$ cat config.mk
export PLATFORM = sky130hd
export DESIGN_NAME = bmiu_core
export DESIGN_NICKNAME = d
export VERILOG_FILES = /design/src/common/bmiu_pkg.sv /design/src/design/bmiu_core.sv /design/src/design/bmiu_fifo.sv
export SDC_FILE = /design/constraint.sdc
export NUM_CORES = 1
export LEC_CHECK = 0
export ABC_AREA = 1
export BUFFER_PORTS_ARGS = -buffer_cell sky130_fd_sc_hd__buf_2
export CORE_UTILIZATION = 57
export CTS_BUF_LIST = sky130_fd_sc_hd__clkbuf_4 sky130_fd_sc_hd__clkbuf_8 sky130_fd_sc_hd__clkbuf_16
export CTS_CLUSTER_SIZE = 20
export DETAILED_ROUTE_END_ITERATION = 6
export GPL_ROUTABILITY_DRIVEN = 1
export PLACE_DENSITY = 0.81
export SLEW_MARGIN = 20
export SYNTH_ARGS = -nofsm -noshare
export SYNTH_HDL_FRONTEND = slang
export SYNTH_SLANG_ARGS = --single-unit
$ cat constraint.sdc
create_clock -name core_clk -period 3.1 [get_ports core_clk]
set_input_delay 0.62 -clock core_clk [delete_from_list [all_inputs] [get_ports core_clk]]
set_output_delay 0.62 -clock core_clk [all_outputs]
set_load 0.005 [all_outputs]
$ cat src/common/bmiu_pkg.sv
// package for the block move instruction unit
// assumes one core clock and one asynchronous active-low reset
package bmiu_pkg;
    // fixed overhead split before and after the copy loop
    localparam int unsigned BMIU_PRE_STATES = 4;
    localparam int unsigned BMIU_POST_STATES = 4;
    localparam int unsigned BMIU_FIXED_STATES = BMIU_PRE_STATES + BMIU_POST_STATES;
    localparam int unsigned BMIU_STATES_PER_BYTE = 4;
    localparam logic [2:0] BMIU_PHASE_W1 = 3'h1;
    localparam logic [2:0] BMIU_PHASE_LAST = 3'h3;
    // widths and values after reset
    localparam int unsigned BMIU_ADDR_W = 24;
    localparam int unsigned BMIU_COUNT_W = 16;
    localparam int unsigned BMIU_FLAGS_W = 8;
    localparam int unsigned BMIU_FIFO_DEPTH = 16;
    localparam logic [2:0] BMIU_PHASE_RESET = 3'h0;
    localparam logic [7:0] BMIU_BYTE_RESET = 8'h00;

    typedef enum logic [0:0] {
        BMIU_FORM_BYTE = 1'b0,
        BMIU_FORM_WORD = 1'b1
    } bmiu_form_t;

    typedef enum logic [2:0] {
        BMIU_IDLE = 3'b000,
        BMIU_PRE = 3'b001,
        BMIU_READ = 3'b010,
        BMIU_CATCH = 3'b011,
        BMIU_WRITE = 3'b100,
        BMIU_STEP = 3'b101,
        BMIU_POST = 3'b110
    } bmiu_state_t;
endpackage

$ cat src/design/bmiu_core.sv
// execution logic of the block move instruction, byte and word count forms
// assumes memory on core_clk answers a read in the cycle rd_req is high
// What this block does
// - while count nonzero, read byte at source, write it at destination
// - after each byte, both pointers plus one, count minus one
// - check count first; zero moves nothing; stop at zero, then finish
// - on-chip operands: eight states plus four per byte moved
// - byte form counts from low byte, word form from full register
`timescale 1ns/100ps
module bmiu_core
    import bmiu_pkg::*;
#(
    parameter int unsigned ADDR_W = bmiu_pkg::BMIU_ADDR_W,
    parameter int unsigned FIFO_DEPTH = bmiu_pkg::BMIU_FIFO_DEPTH
) (
    input wire logic core_clk,
    input wire logic rst_n,
    input wire logic start,
    input wire bmiu_pkg::bmiu_form_t form,
    input wire logic [ADDR_W-1:0] source_pointer_in,
    input wire logic [ADDR_W-1:0] destination_pointer_in,
    input wire logic [bmiu_pkg::BMIU_COUNT_W-1:0] count_register_in,
    input wire logic [bmiu_pkg::BMIU_FLAGS_W-1:0] flags_in,
    output logic busy,
    output logic done,
    output logic [ADDR_W-1:0] source_pointer,
    output logic [ADDR_W-1:0] destination_pointer,
    output logic [bmiu_pkg::BMIU_COUNT_W-1:0] count_register,
    output logic [bmiu_pkg::BMIU_FLAGS_W-1:0] flags_out,
    output logic rd_req,
    output logic [ADDR_W-1:0] rd_addr,
    input wire logic rd_valid,
    input wire logic [7:0] rd_data,
    output logic wr_req,
    output logic [ADDR_W-1:0] wr_addr,
    output logic [7:0] wr_data,
    input wire logic wr_ready
);
    import bmiu_pkg::*;

    bmiu_state_t state_reg, state_next;
    bmiu_form_t form_reg, form_next;
    logic [2:0] phase_reg, phase_next;
    logic [ADDR_W-1:0] src_reg, src_next, dst_reg, dst_next;
    logic [BMIU_COUNT_W-1:0] cnt_reg, cnt_next;
    logic [BMIU_FLAGS_W-1:0] flags_reg, flags_next;
    logic busy_reg, busy_next, done_reg, done_next;
    logic rd_req_reg, rd_req_next, wr_req_reg, wr_req_next;
    logic [7:0] wr_data_reg, wr_data_next;
    logic fifo_in_ready, fifo_out_valid, fifo_pop;
    logic [7:0] fifo_out_data;
    logic count_zero;

    bmiu_fifo #(
        .WIDTH(8),
        .DEPTH(FIFO_DEPTH)
    ) u_fifo (
        .core_clk(core_clk),
        .rst_n(rst_n),
        .in_valid(rd_req_reg && rd_valid),
        .in_ready(fifo_in_ready),
        .in_data(rd_data),
        .out_valid(fifo_out_valid),
        .out_ready(fifo_pop),
        .out_data(fifo_out_data)
    );

    // word form uses all 16 bits
    assign count_zero = (form_reg == BMIU_FORM_BYTE) ? (cnt_reg[7:0] == 8'h00)
                                                     : (cnt_reg == '0);
    assign fifo_pop = (state_reg == BMIU_WRITE) && fifo_out_valid && !wr_req_reg;

    always_comb begin
        state_next = state_reg;
        form_next = form_reg;
        phase_next = phase_reg;
        src_next = src_reg;
        dst_next = dst_reg;
        cnt_next = cnt_reg;
        flags_next = flags_reg;
        busy_next = busy_reg;
        done_next = 1'b0;
        rd_req_next = 1'b0;
        wr_req_next = wr_req_reg && !wr_ready;
        wr_data_next = wr_data_reg;
        unique case (state_reg)
            BMIU_IDLE: begin
                if (start) begin
                    state_next = BMIU_PRE;
                    form_next = form;
                    phase_next = BMIU_PHASE_RESET;
                    src_next = source_pointer_in;
                    dst_next = destination_pointer_in;
                    cnt_next = count_register_in;
                    flags_next = flags_in;
                    busy_next = 1'b1;
                end
            end
            BMIU_PRE: begin
                phase_next = phase_reg + 3'h1;
                if (phase_reg == BMIU_PHASE_LAST) begin
                    phase_next = BMIU_PHASE_RESET;
                    state_next = count_zero ? BMIU_POST : BMIU_READ;
                end
            end
            BMIU_READ: begin
                if (fifo_in_ready) begin
                    rd_req_next = 1'b1;
                    state_next = BMIU_CATCH;
                end
            end
            BMIU_CATCH: begin
                rd_req_next = !rd_valid;
                if (rd_valid) begin
                    state_next = BMIU_WRITE;
                end
            end
            BMIU_WRITE: begin
                if (fifo_pop) begin
                    wr_req_next = 1'b1;
                    wr_data_next = fifo_out_data;
                    state_next = BMIU_STEP;
                end
            end
            BMIU_STEP: begin
                if (!wr_req_reg || wr_ready) begin
                    src_next = src_reg + ADDR_W'(1);
                    dst_next = dst_reg + ADDR_W'(1);
                    if (form_reg == BMIU_FORM_BYTE) begin
                        cnt_next = {cnt_reg[15:8], cnt_reg[7:0] - 8'h01};
                    end else begin
                        cnt_next = cnt_reg - 16'h0001;
                    end
                    if ((form_reg == BMIU_FORM_BYTE) ? (cnt_reg[7:0] == 8'h01)
                                                     : (cnt_reg == 16'h0001)) begin
                        state_next = BMIU_POST;
                    end else begin
                        state_next = BMIU_READ;
                    end
                end
            end
            BMIU_POST: begin
                phase_next = phase_reg + 3'h1;
                if (phase_reg == BMIU_PHASE_LAST) begin
                    phase_next = BMIU_PHASE_RESET;
                    state_next = BMIU_IDLE;
                    busy_next = 1'b0;
                    done_next = 1'b1;
                end
            end
            default: begin
                state_next = BMIU_IDLE;
                busy_next = 1'b0;
            end
        endcase
    end

    always_ff @(posedge core_clk or negedge rst_n) begin
        if (!rst_n) begin
            state_reg <= BMIU_IDLE;
            form_reg <= BMIU_FORM_BYTE;
            phase_reg <= BMIU_PHASE_RESET;
            src_reg <= '0;
            dst_reg <= '0;
            cnt_reg <= '0;
            flags_reg <= '0;
            busy_reg <= 1'b0;
            done_reg <= 1'b0;
            rd_req_reg <= 1'b0;
            wr_req_reg <= 1'b0;
            wr_data_reg <= BMIU_BYTE_RESET;
        end else begin
            state_reg <= state_next;
            form_reg <= form_next;
            phase_reg <= phase_next;
            src_reg <= src_next;
            dst_reg <= dst_next;
            cnt_reg <= cnt_next;
            flags_reg <= flags_next;
            busy_reg <= busy_next;
            done_reg <= done_next;
            rd_req_reg <= rd_req_next;
            wr_req_reg <= wr_req_next;
            wr_data_reg <= wr_data_next;
        end
    end

    assign busy = busy_reg;
    assign done = done_reg;
    assign source_pointer = src_reg;
    assign destination_pointer = dst_reg;
    assign count_register = cnt_reg;
    assign flags_out = flags_reg;
    assign rd_req = rd_req_reg;
    assign rd_addr = src_reg;
    assign wr_req = wr_req_reg;
    assign wr_addr = dst_reg;
    assign wr_data = wr_data_reg;
endmodule

$ cat src/design/bmiu_fifo.sv
// byte buffer between the read and write halves of the copy loop
// assumes both sides on core_clk; valid/ready handshake on each side
`timescale 1ns/100ps
module bmiu_fifo #(
    parameter int unsigned WIDTH = 8,
    parameter int unsigned DEPTH = 16
) (
    input wire logic core_clk,
    input wire logic rst_n,
    input wire logic in_valid,
    output logic in_ready,
    input wire logic [WIDTH-1:0] in_data,
    output logic out_valid,
    input wire logic out_ready,
    output logic [WIDTH-1:0] out_data
);
    localparam int unsigned PTR_W = $clog2(DEPTH);
    logic [WIDTH-1:0] mem_reg [DEPTH];
    logic [PTR_W-1:0] wr_ptr_reg, wr_ptr_next, rd_ptr_reg, rd_ptr_next;
    logic [PTR_W:0] fill_reg, fill_next;
    logic push, pop;

    assign in_ready = (fill_reg != (PTR_W+1)'(DEPTH));
    assign out_valid = (fill_reg != '0);
    assign out_data = mem_reg[rd_ptr_reg];
    assign push = in_valid && in_ready;
    assign pop = out_valid && out_ready;

    always_comb begin
        wr_ptr_next = wr_ptr_reg;
        rd_ptr_next = rd_ptr_reg;
        fill_next = fill_reg;
        if (push) begin
            wr_ptr_next = (wr_ptr_reg == PTR_W'(DEPTH - 1)) ? '0 : wr_ptr_reg + 1'b1;
        end
        if (pop) begin
            rd_ptr_next = (rd_ptr_reg == PTR_W'(DEPTH - 1)) ? '0 : rd_ptr_reg + 1'b1;
        end
        if (push && !pop) begin
            fill_next = fill_reg + 1'b1;
        end else if (pop && !push) begin
            fill_next = fill_reg - 1'b1;
        end
    end

    always_ff @(posedge core_clk or negedge rst_n) begin
        if (!rst_n) begin
            wr_ptr_reg <= '0;
            rd_ptr_reg <= '0;
            fill_reg <= '0;
        end else begin
            wr_ptr_reg <= wr_ptr_next;
            rd_ptr_reg <= rd_ptr_next;
            fill_reg <= fill_next;
        end
    end

    // storage only, no reset needed
    always_ff @(posedge core_clk) begin
        if (push) begin
            mem_reg[wr_ptr_reg] <= in_data;
        end
    end
endmodule

### After elaboration in Yosys (flattened, before gate mapping)

Memories as Yosys holds them, arrays and structs flattened. A register that Yosys moved wholly into a read port is not among the register bits.
Index checks and enable logic that the tools add are counted.

* $add $sub $neg: 9
* equal/unequal tests: 20
* mux-type cells: 40
* bitwise gates (word level): 1
* reductions and logical operators: 31

Operators with widths (number)
* $mux W24: 4
* $pmux W24 S2: 2
* $add A24 B1 Y24 const B: 2
* $mux W16: 3
* $mux W3: 11
* $pmux W16 S2: 1
* $pmux W3 S7: 1
* $eq A16 B1 Y1 const B: 1
* $logic_not A16 Y1: 1
* $sub A16 B1 Y16 const B: 1
* $ne A2 B2 Y1 const B: 6
* $mux W1: 11
* $mux W5: 2
* $eq A3 B2 Y1 const B: 3
* $eq A3 B3 Y1 const B: 3
* $add A4 B1 Y4 const B: 2
* $eq A4 B4 Y1 const B: 2
* $eq A8 B1 Y1 const B: 1
* $logic_and A1 B1 Y1: 8
* $logic_not A8 Y1: 1
* $mux W4: 2
* $sub A8 B1 Y8 const B: 1
* $reduce_and A7 Y1: 1
* $logic_not A1 Y1: 6
* 19 further kinds: 25

* flip-flop bits (word level): 96
* RAM bits: 128
* bits of input ports: 86
* output and inout port bits: 132
* logic and storage cells: 117
* memories kept: 1

Memory list
* u_fifo.mem_reg: depth 16, bits a word 8, rd ports 1, clocked after memory_dff 1, wr ports 1, line bmiu_fifo.sv:18 `logic [WIDTH-1:0] mem_reg [DEPTH];`

### Depth between registers and ports, before layout

Gate-level depths: netlist of the first run.

* depth in word-level cells: 7
* depth in mapped cells: 12
* gate-level depth less buffers: 12

### Cells and area by module

Synthesis of the first run repeated with hierarchy kept, for this count alone.

* cells, all modules: 1592
* area total of the unflattened synthesis: 12764.7 um^2

By module, submodules not included
* bmiu_fifo: times used 1, cells an instance 636, area an instance 6443.7 um^2, seq. area each 4169.0 um^2
* bmiu_core: times used 1, cells an instance 956, area an instance 6321.1 um^2, seq. area each 2277.2 um^2

### Worst setup path after synthesis of the first run

No wires, ideal clock.

* path kind: register -> register
* start: reg u_fifo.fill_reg[0]
* end: reg u_fifo.fill_reg[4]
* library setup time: 0.126 ns
* arrival time: 2.077 ns
* required time: 2.974 ns
* setup slack: 0.897 ns
* stages on the path, launching flop included: 13
* path buffers: 0
* clock period less this slack: 2.203 ns
* cells stage by stage: dfrtp_1 > nor2_1 > nand4_1 > nand3_1 > clkinv_1 > ha_1 > inv_1 > ha_1 > a21oi_1 > o21bai_1 > xor2_1 > nand2_1 > o21ai_0

* elaborated cells between the ends (all ways): 15
* those cells by class: add/sub: 2; eq/ne: 1; mux: 2; reduce/logical: 10

RTL lines
* start, declared: line bmiu_fifo.sv:20 `logic [PTR_W:0] fill_reg, fill_next;`
* start signal, assigned: line bmiu_fifo.sv:54 `fill_reg <= fill_next;`
* $ne A5 B5 Y1 (*): line bmiu_fifo.sv:23 `assign in_ready = (fill_reg != (PTR_W+1)'(DEPTH));`
* $logic_and A1 B1 Y1 (*): line bmiu_fifo.sv:26 `assign push = in_valid && in_ready;`
* named net u_fifo.push: line bmiu_fifo.sv:21 `logic push, pop;`
* $logic_not A1 Y1: line bmiu_fifo.sv:41 `end else if (pop && !push) begin`
* $logic_and A1 B1 Y1: line bmiu_fifo.sv:41
* $reduce_bool A2 Y1 (no source line)

Mark *: on every way through the listed nets, which the timed path passes. The rest lies on a longest branch. The select of a mux whose other input is x is not followed.
A chain may end at the register's enable or synchronous reset.

### Final worst setup path of the first run

Ends and elaborated chain as after synthesis.

==> results.cfg, run 1 <==
[outcome]
status = finished, final reports clean

[timing]
period_share = 0.806
post-route-min-period_ns = 2.50
rsz0062_at_grt = false
fin_ws_ns = 0.600
finalClockSkew_ns = 0.00983
setup_tns_ns = 0
slew_viol_final = 0
hold_viol = 0
worst_pin_slew_ns = 0.923
fmax_mhz = 400
slew_headroom = 0.384
setup_viol = 0

[min_path]
hold_path_depth = 3
hold_class = in2reg
min_from = flags_in[5]
holdPathEnd = flags_out[5]

[worst_setup_path]
path_buf_inv = 2
critical_path.max_stage_delay_ns = 0.43
crit_fanout = 8
startpoint = u_fifo.fill_reg[0]
crit_path_cell_trace = nor2_1 -> nand4_1 -> nand3_1 -> clkinv_1 -> ha_1 -> inv_1 -> ha_1 -> a21oi_1 -> o21bai_1 -> xor2_1 -> nand2_1 -> o21ai_0
crit_path_start_kind = flip-flop
crit_path_top_delay_cell = dfrtp_1
rrSetupSlack_ns = 0.60
reg2reg_from = u_fifo.fill_reg[0]
cp_data_arrival_time_ns = 2.91
r2r-end = u_fifo.fill_reg[4]
cp_common_cell = ha_1
crit_path_end_kind = flip-flop
worstRegToRegCells = 12
path_class = reg2reg
crit_family = simple AND/OR/NAND/NOR gates
required_ns = 3.51

[placed_design]
gp_congestion = 0.927
pre_cts_ws_ns = 0.596
io_buffers = 217
dp_hpwl_mm = 21.1

[clock_tree]
cts_tree = yes
cts_num_sinks = 232
max-clock-path-buffers = 3
h-tree-depth = 1
cts_root_buf = clkbuf_16
cts_buffers = 25
clk_pin_slew_ns = 0.06
clock_latency_ns = 0.54

[drt]
ant_nets = 0
drtPass1Iterations = 6
wl_mm = 31.8
vias_per_cell = 5.45
dr_total_vias = 10900
drtIter0Drc = 907
drc_errors = 0
wl_per_cell_um = 16.0

[global_routing]
first_global_vias = 9971
met3_usage = 0.0437
grt_use_met1 = 0.401
grt_use_met2 = 0.449
track_usage = 0.284
overflow = 0
grt_antenna_before_repair = 1
grt_pass1_wl_mm = 50.1
grt_start_max_net_pins = 109
grt.busiest_layer = met2

[synthesis]
yosysWarnings = 0
synth.distinct_cells = 40
ys_seq_elements = 232
synth.cell_area_um2 = 12400
yosysSeqAreaShare = 0.521
avgSynthCellArea_um2 = 8.01
synth_nets = 1646
synthCells = 1544

[floorplan]
die_h_um = 149
std_cell_rows = 53
start_util = 0.585
die_area_um2 = 22300
die_w_um = 149
io-pin-count = 218
coreArea_um2 = 21200

[flow_run]
maxCapViolations = 0

[cells_and_area]
largest_reg_flops = 128
syn_to_final_growth_pct = 14.6
drive_above_1_share = 0.172
fin_nets = 1799

[power_and_ir_drop]
powerDensity_nw_per_um2 = 922
peakVddDrop_mv = 0.697
p_leak_nw = 6.52
kinds of logic after synthesis:
logic type | synth area share
AOI/OAI and AO/OA | 0.0695
and+or+nand+nor | 0.300
adders and majority gates | 0.0168
DFF | 0.521
buffers and inverters | 0.0853
xor gates and xnor gates | 0.00779
cell type report:
type                            count  area [um2]
Fill cell                        1735        6980
Tap cell                          275         344
Timing Repair Buffer              226        1180
Multi-Input combinational cell   1093        4870
Clock buffer                       32         697
Inverter                          119         447
Antenna cell                        1        2.50
Sequential cell                   232        6450
Clock inverter                     14         184
per-stage QoR:
step / util / total power, W / hold slack [ns] / cells / area [um2]
3_5_place_dp: 0.628 / 0.00985 / 0.462 / 1944 / 13300
6_report: 0.670 / 0.0131 / 0.285 / 1992 / 14200
5_1_grt: 0.670 / 0.0140 / 0.293 / 1992 / 14200
3_3_place_gp: 0.628 / 0.00969 / 0.455 / 1944 / 13300
4_1_cts: 0.670 / 0.0131 / 0.269 / 1991 / 14200
2_1_floorplan: - / 0.00834 / 0.324 / 1544 / 12400
worst reg2reg max path, cell delays in order, from the launching register on:
cell	delay [ns]
dfrtp_1	0.43
nor2_1	0.18
nand4_1	0.16
nand3_1	0.19
clkinv_1	0.22
ha_1	0.27
inv_1	0.14
ha_1	0.29
a21oi_1	0.15
o21bai_1	0.08
xor2_1	0.14
nand2_1	0.06
o21ai_0	0.08
power breakdown:
part,leakage (nW),internal [W],switching (W)
Combinational,3.68,0.00184,0.00313
Sequential,2.40,0.00395,0.000961
Clock,0.441,0.00193,0.00125
Total,6.52,0.00772,0.00534
metal layers:
metal,wire length (um),vias up
li1,-,5272
met5,0,-
met4,549,0
met3,2860,42
met1,13400,5052
met2,15000,496
worst max-delay path by stage:
stage,end,cells past startpoint
after floorplan,u_fifo.fill_reg[4],12
after global placement,u_fifo.fill_reg[4],12
after detailed placement,u_fifo.fill_reg[4],12
after CTS,u_fifo.fill_reg[4],12
after global routing,u_fifo.fill_reg[4],12
final,u_fifo.fill_reg[4],12
synthesized netlist by cell type, drive strengths merged:
master | instances | area share
o211ai | 3 | 0.0018
dfrtp | 104 | 0.21
o22ai | 4 | 0.0020
nor3b | 1 | 0.00061
nand4 | 19 | 0.0096
a21o | 1 | 0.00061
o21bai | 3 | 0.0018
a22oi | 2 | 0.0012
a21boi | 5 | 0.0030
nand3 | 126 | 0.051
o21a | 17 | 0.010
fa | 1 | 0.0016
o31ai | 1 | 0.00061
edfxtp | 128 | 0.31
nand3b | 1 | 0.00061
a22o | 1 | 0.00071
or2 | 14 | 0.0071
nor2 | 209 | 0.064
clkbuf | 24 | 0.0074
clkinv | 1 | 0.00030
a21oi | 22 | 0.0089
nor3 | 1 | 0.00040
nand2 | 542 | 0.17
o21ai | 90 | 0.036
a31oi | 4 | 0.0020
xor2 | 9 | 0.0064
inv | 118 | 0.036
ha | 15 | 0.015
xnor2 | 2 | 0.0014
buf | 76 | 0.042
timing repair:
action | in CTS | in global routing
hold endpoints to repair | 15 | 0
resized for setup | 0 | 0
hold buffers | 1 | 0
setup buffers | 0 | 0
placed cells by master (no fill, tap or decap), types with 2 or more instances in the layout:
| master | count |
|---|---|
| a21boi_0 | 4 |
| a21oi_1 | 22 |
| a22oi_1 | 2 |
| a31oi_1 | 4 |
| buf_12 | 2 |
| buf_2 | 216 |
| buf_4 | 7 |
| bufinv_16 | 4 |
| clkbuf_16 | 25 |
| clkbuf_4 | 4 |
| clkbuf_8 | 3 |
| clkinv_1 | 5 |
| clkinv_2 | 4 |
| dfrtp_1 | 103 |
| edfxtp_1 | 128 |
| ha_1 | 15 |
| inv_1 | 112 |
| inv_2 | 6 |
| nand2_1 | 537 |
| nand2_2 | 4 |
| nand3_1 | 126 |
| nand4_1 | 19 |
| nor2_1 | 206 |
| nor2_2 | 2 |
| o211ai_1 | 3 |
| o21a_1 | 17 |
| o21ai_0 | 84 |
| o21ai_1 | 6 |
| o21bai_1 | 3 |
| o22ai_1 | 4 |
| or2_2 | 14 |
| xnor2_1 | 2 |
| xor2_1 | 9 |
(Power assumes the default switching activity.)
==> run 2, diff against run 1 <==
- clock period: 3.1 -> 2.5 ns (I/O delays scaled with it)
==> run 2 against run 1 <==
  * Die area is the same
  * Utilization grew 0.34 points
  * Register-to-register slack lost 0.39 ns
  * Via count grew 0.87%
  * Cell area grew 0.50%
  * Clock power grew 21%
  * Flip-flop and latch count is the same
  * Critical path depth is the same
  * Cell count grew 0.35%
  * Clock skew grew 0.010 ns
  * Non-clock buffer count grew 9
  * Sequential power grew 24%
  * Critical endpoint unchanged
  * Highest routed layer unchanged
==> results.cfg, run 2 (synthesized netlist as in run 1, its figures left out) <==
[timing]
fin_ws_ns = 0.209
finalClockSkew_ns = 0.0201
setup_tns_ns = 0
worst_pin_slew_ns = 0.740
hold_viol = 0
holdWs_ns = 0.177
period_share = 0.916
slew_viol_final = 0
slew_headroom = 0.506
fmax_mhz = 437
setup_viol = 0
rsz0062_at_grt = false
post-route-min-period_ns = 2.29

[cells_and_area]
design_area_um2 = 14200
final_cell_mix = 537 x nand2_1, 216 x buf_2, 206 x nor2_1, 128 x edfxtp_1, 125 x nand3_1
finalNonFillerCells = 1999
drive_above_1_share = 0.179
layout_commonest_cell = nand2_1
syn_to_final_growth_pct = 15.2
fin_nets = 1807
largest_reg_flops = 128

[worst_setup_path]
path_class = reg2reg
cp_data_arrival_time_ns = 2.70
rrSetupSlack_ns = 0.21
crit_path_start_kind = flip-flop
worstRegToRegCells = 12
endpoint = u_fifo.fill_reg[4]
crit_path_end_kind = flip-flop
reg2reg_from = u_fifo.fill_reg[0]
startpoint = u_fifo.fill_reg[0]
required_ns = 2.91
r2r-end = u_fifo.fill_reg[4]
crit_fanout = 5

[drt]
drtIter0Drc = 842
drc_errors = 0
ant_nets = 0
vias_per_cell = 5.48
wl_per_cell_um = 15.8
drtPass1Iterations = 7
wl_mm = 31.6
dr_total_vias = 11000

[floorplan]
start_util = 0.585
die_w_um = 149
die_h_um = 149
std_cell_rows = 53
die_area_um2 = 22300
coreArea_um2 = 21200
io-pin-count = 218

[power_and_ir_drop]
p_clk_frac = 0.238
peakVddDrop_mv = 0.684
switchingPower_w = 0.00661
comb_power_share = 0.387
powerDensity_nw_per_um2 = 1140
p_leak_nw = 6.56
sw_frac_of_total = 0.408
seqPwrFrac = 0.376
intPower_w = 0.00959

[outcome]
status = finished, final reports clean

[clock_tree]
max-clock-path-buffers = 3
h-tree-depth = 1
cts_num_sinks = 232
cts_root_buf = clkbuf_16
cts_buffers = 24
clk_pin_slew_ns = 0.06
clock_latency_ns = 0.52
cts_tree = yes

[global_routing]
met3_usage = 0.0434
grt_antenna_before_repair = 1
track_usage = 0.287
grt.busiest_layer = met2
grt_use_met2 = 0.447
first_global_vias = 10100
grt_use_met1 = 0.408
overflow = 0
grt_start_max_net_pins = 108
grt_pass1_wl_mm = 50.6

[min_path]
hold_class = in2reg

[placed_design]
gp_congestion = 0.922
dp_hpwl_mm = 21.4
post-place-cells = 1952
pre_cts_ws_ns = 0.139
dpl_cell_area_um2 = 13400
io_buffers = 217

[flow_run]
maxCapViolations = 0
==> run 2: worst min path at each step <==
stage	end	start	slack, ns	cells after the start
final	flags_out[3]	flags_in[3]	0.18	3
after global routing	flags_out[5]	flags_in[5]	0.18	3
after CTS	flags_out[0]	flags_in[0]	0.16	3
after detailed placement	destination_pointer[22]	rst_n	0.41	1
after global placement	destination_pointer[22]	rst_n	0.41	1
after floorplan	busy	rst_n	0.20	0
==> run 2: layout make-up <==
cell class                 count  area [um2]
fill                        1718        6910
clock buffer                  33         693
timing repair buffer         235        1260
inverter                     119         447
antenna                        1        2.50
multi-input combinational   1093        4870
tap                          275         344
clock inverter                11         174
sequential                   232        6450
==> run 2: what timing repair did <==
| action | in CTS | in global routing |
|---|---|---|
| gates resized for setup | 0 | 2 |
| hold buffers | 1 | 0 |
| setup buffers | 0 | 1 |
| endpoints found under the hold margin | 19 | 0 |
| endpoints found under the setup margin | 0 | 2 |
==> run 2: worst max-delay path, cell delays in order (launching register included) <==
cell      delay, ns
dfrtp_1        0.43
nor2_1         0.17
nand4_1        0.19
nand3_2        0.16
clkinv_1       0.10
ha_1           0.23
inv_2          0.10
ha_1           0.26
a21oi_1        0.16
o21bai_1       0.09
xor2_1         0.14
nand2_1        0.05
o21ai_0        0.08
==> run 2: power groups by stage <==
stage | registers [W] | clock network (W) | logic [W]
5_1_grt | 0.00621 | 0.00405 | 0.00715
3_5_place_dp | 0.00611 | 0 | 0.00619
4_1_cts | 0.00605 | 0.00390 | 0.00624
3_3_place_gp | 0.00608 | 0 | 0.00600
6_report | 0.00609 | 0.00385 | 0.00627
2_1_floorplan | 0.00583 | 0 | 0.00451
==> run 2: metal layers <==
metal | share of wire | vias up
li1 | - | 5270
met4 | 0.030 | 0
met1 | 0.42 | 5067
met2 | 0.46 | 539
met3 | 0.087 | 81
met5 | 0 | -
==> run 2: through the flow <==
stage / power, W / util
3_3_place_gp: 0.0121 / 0.631
4_1_cts: 0.0162 / 0.673
3_5_place_dp: 0.0123 / 0.631
5_1_grt: 0.0174 / 0.673
6_report: 0.0162 / 0.673
2_1_floorplan: 0.0103 / -
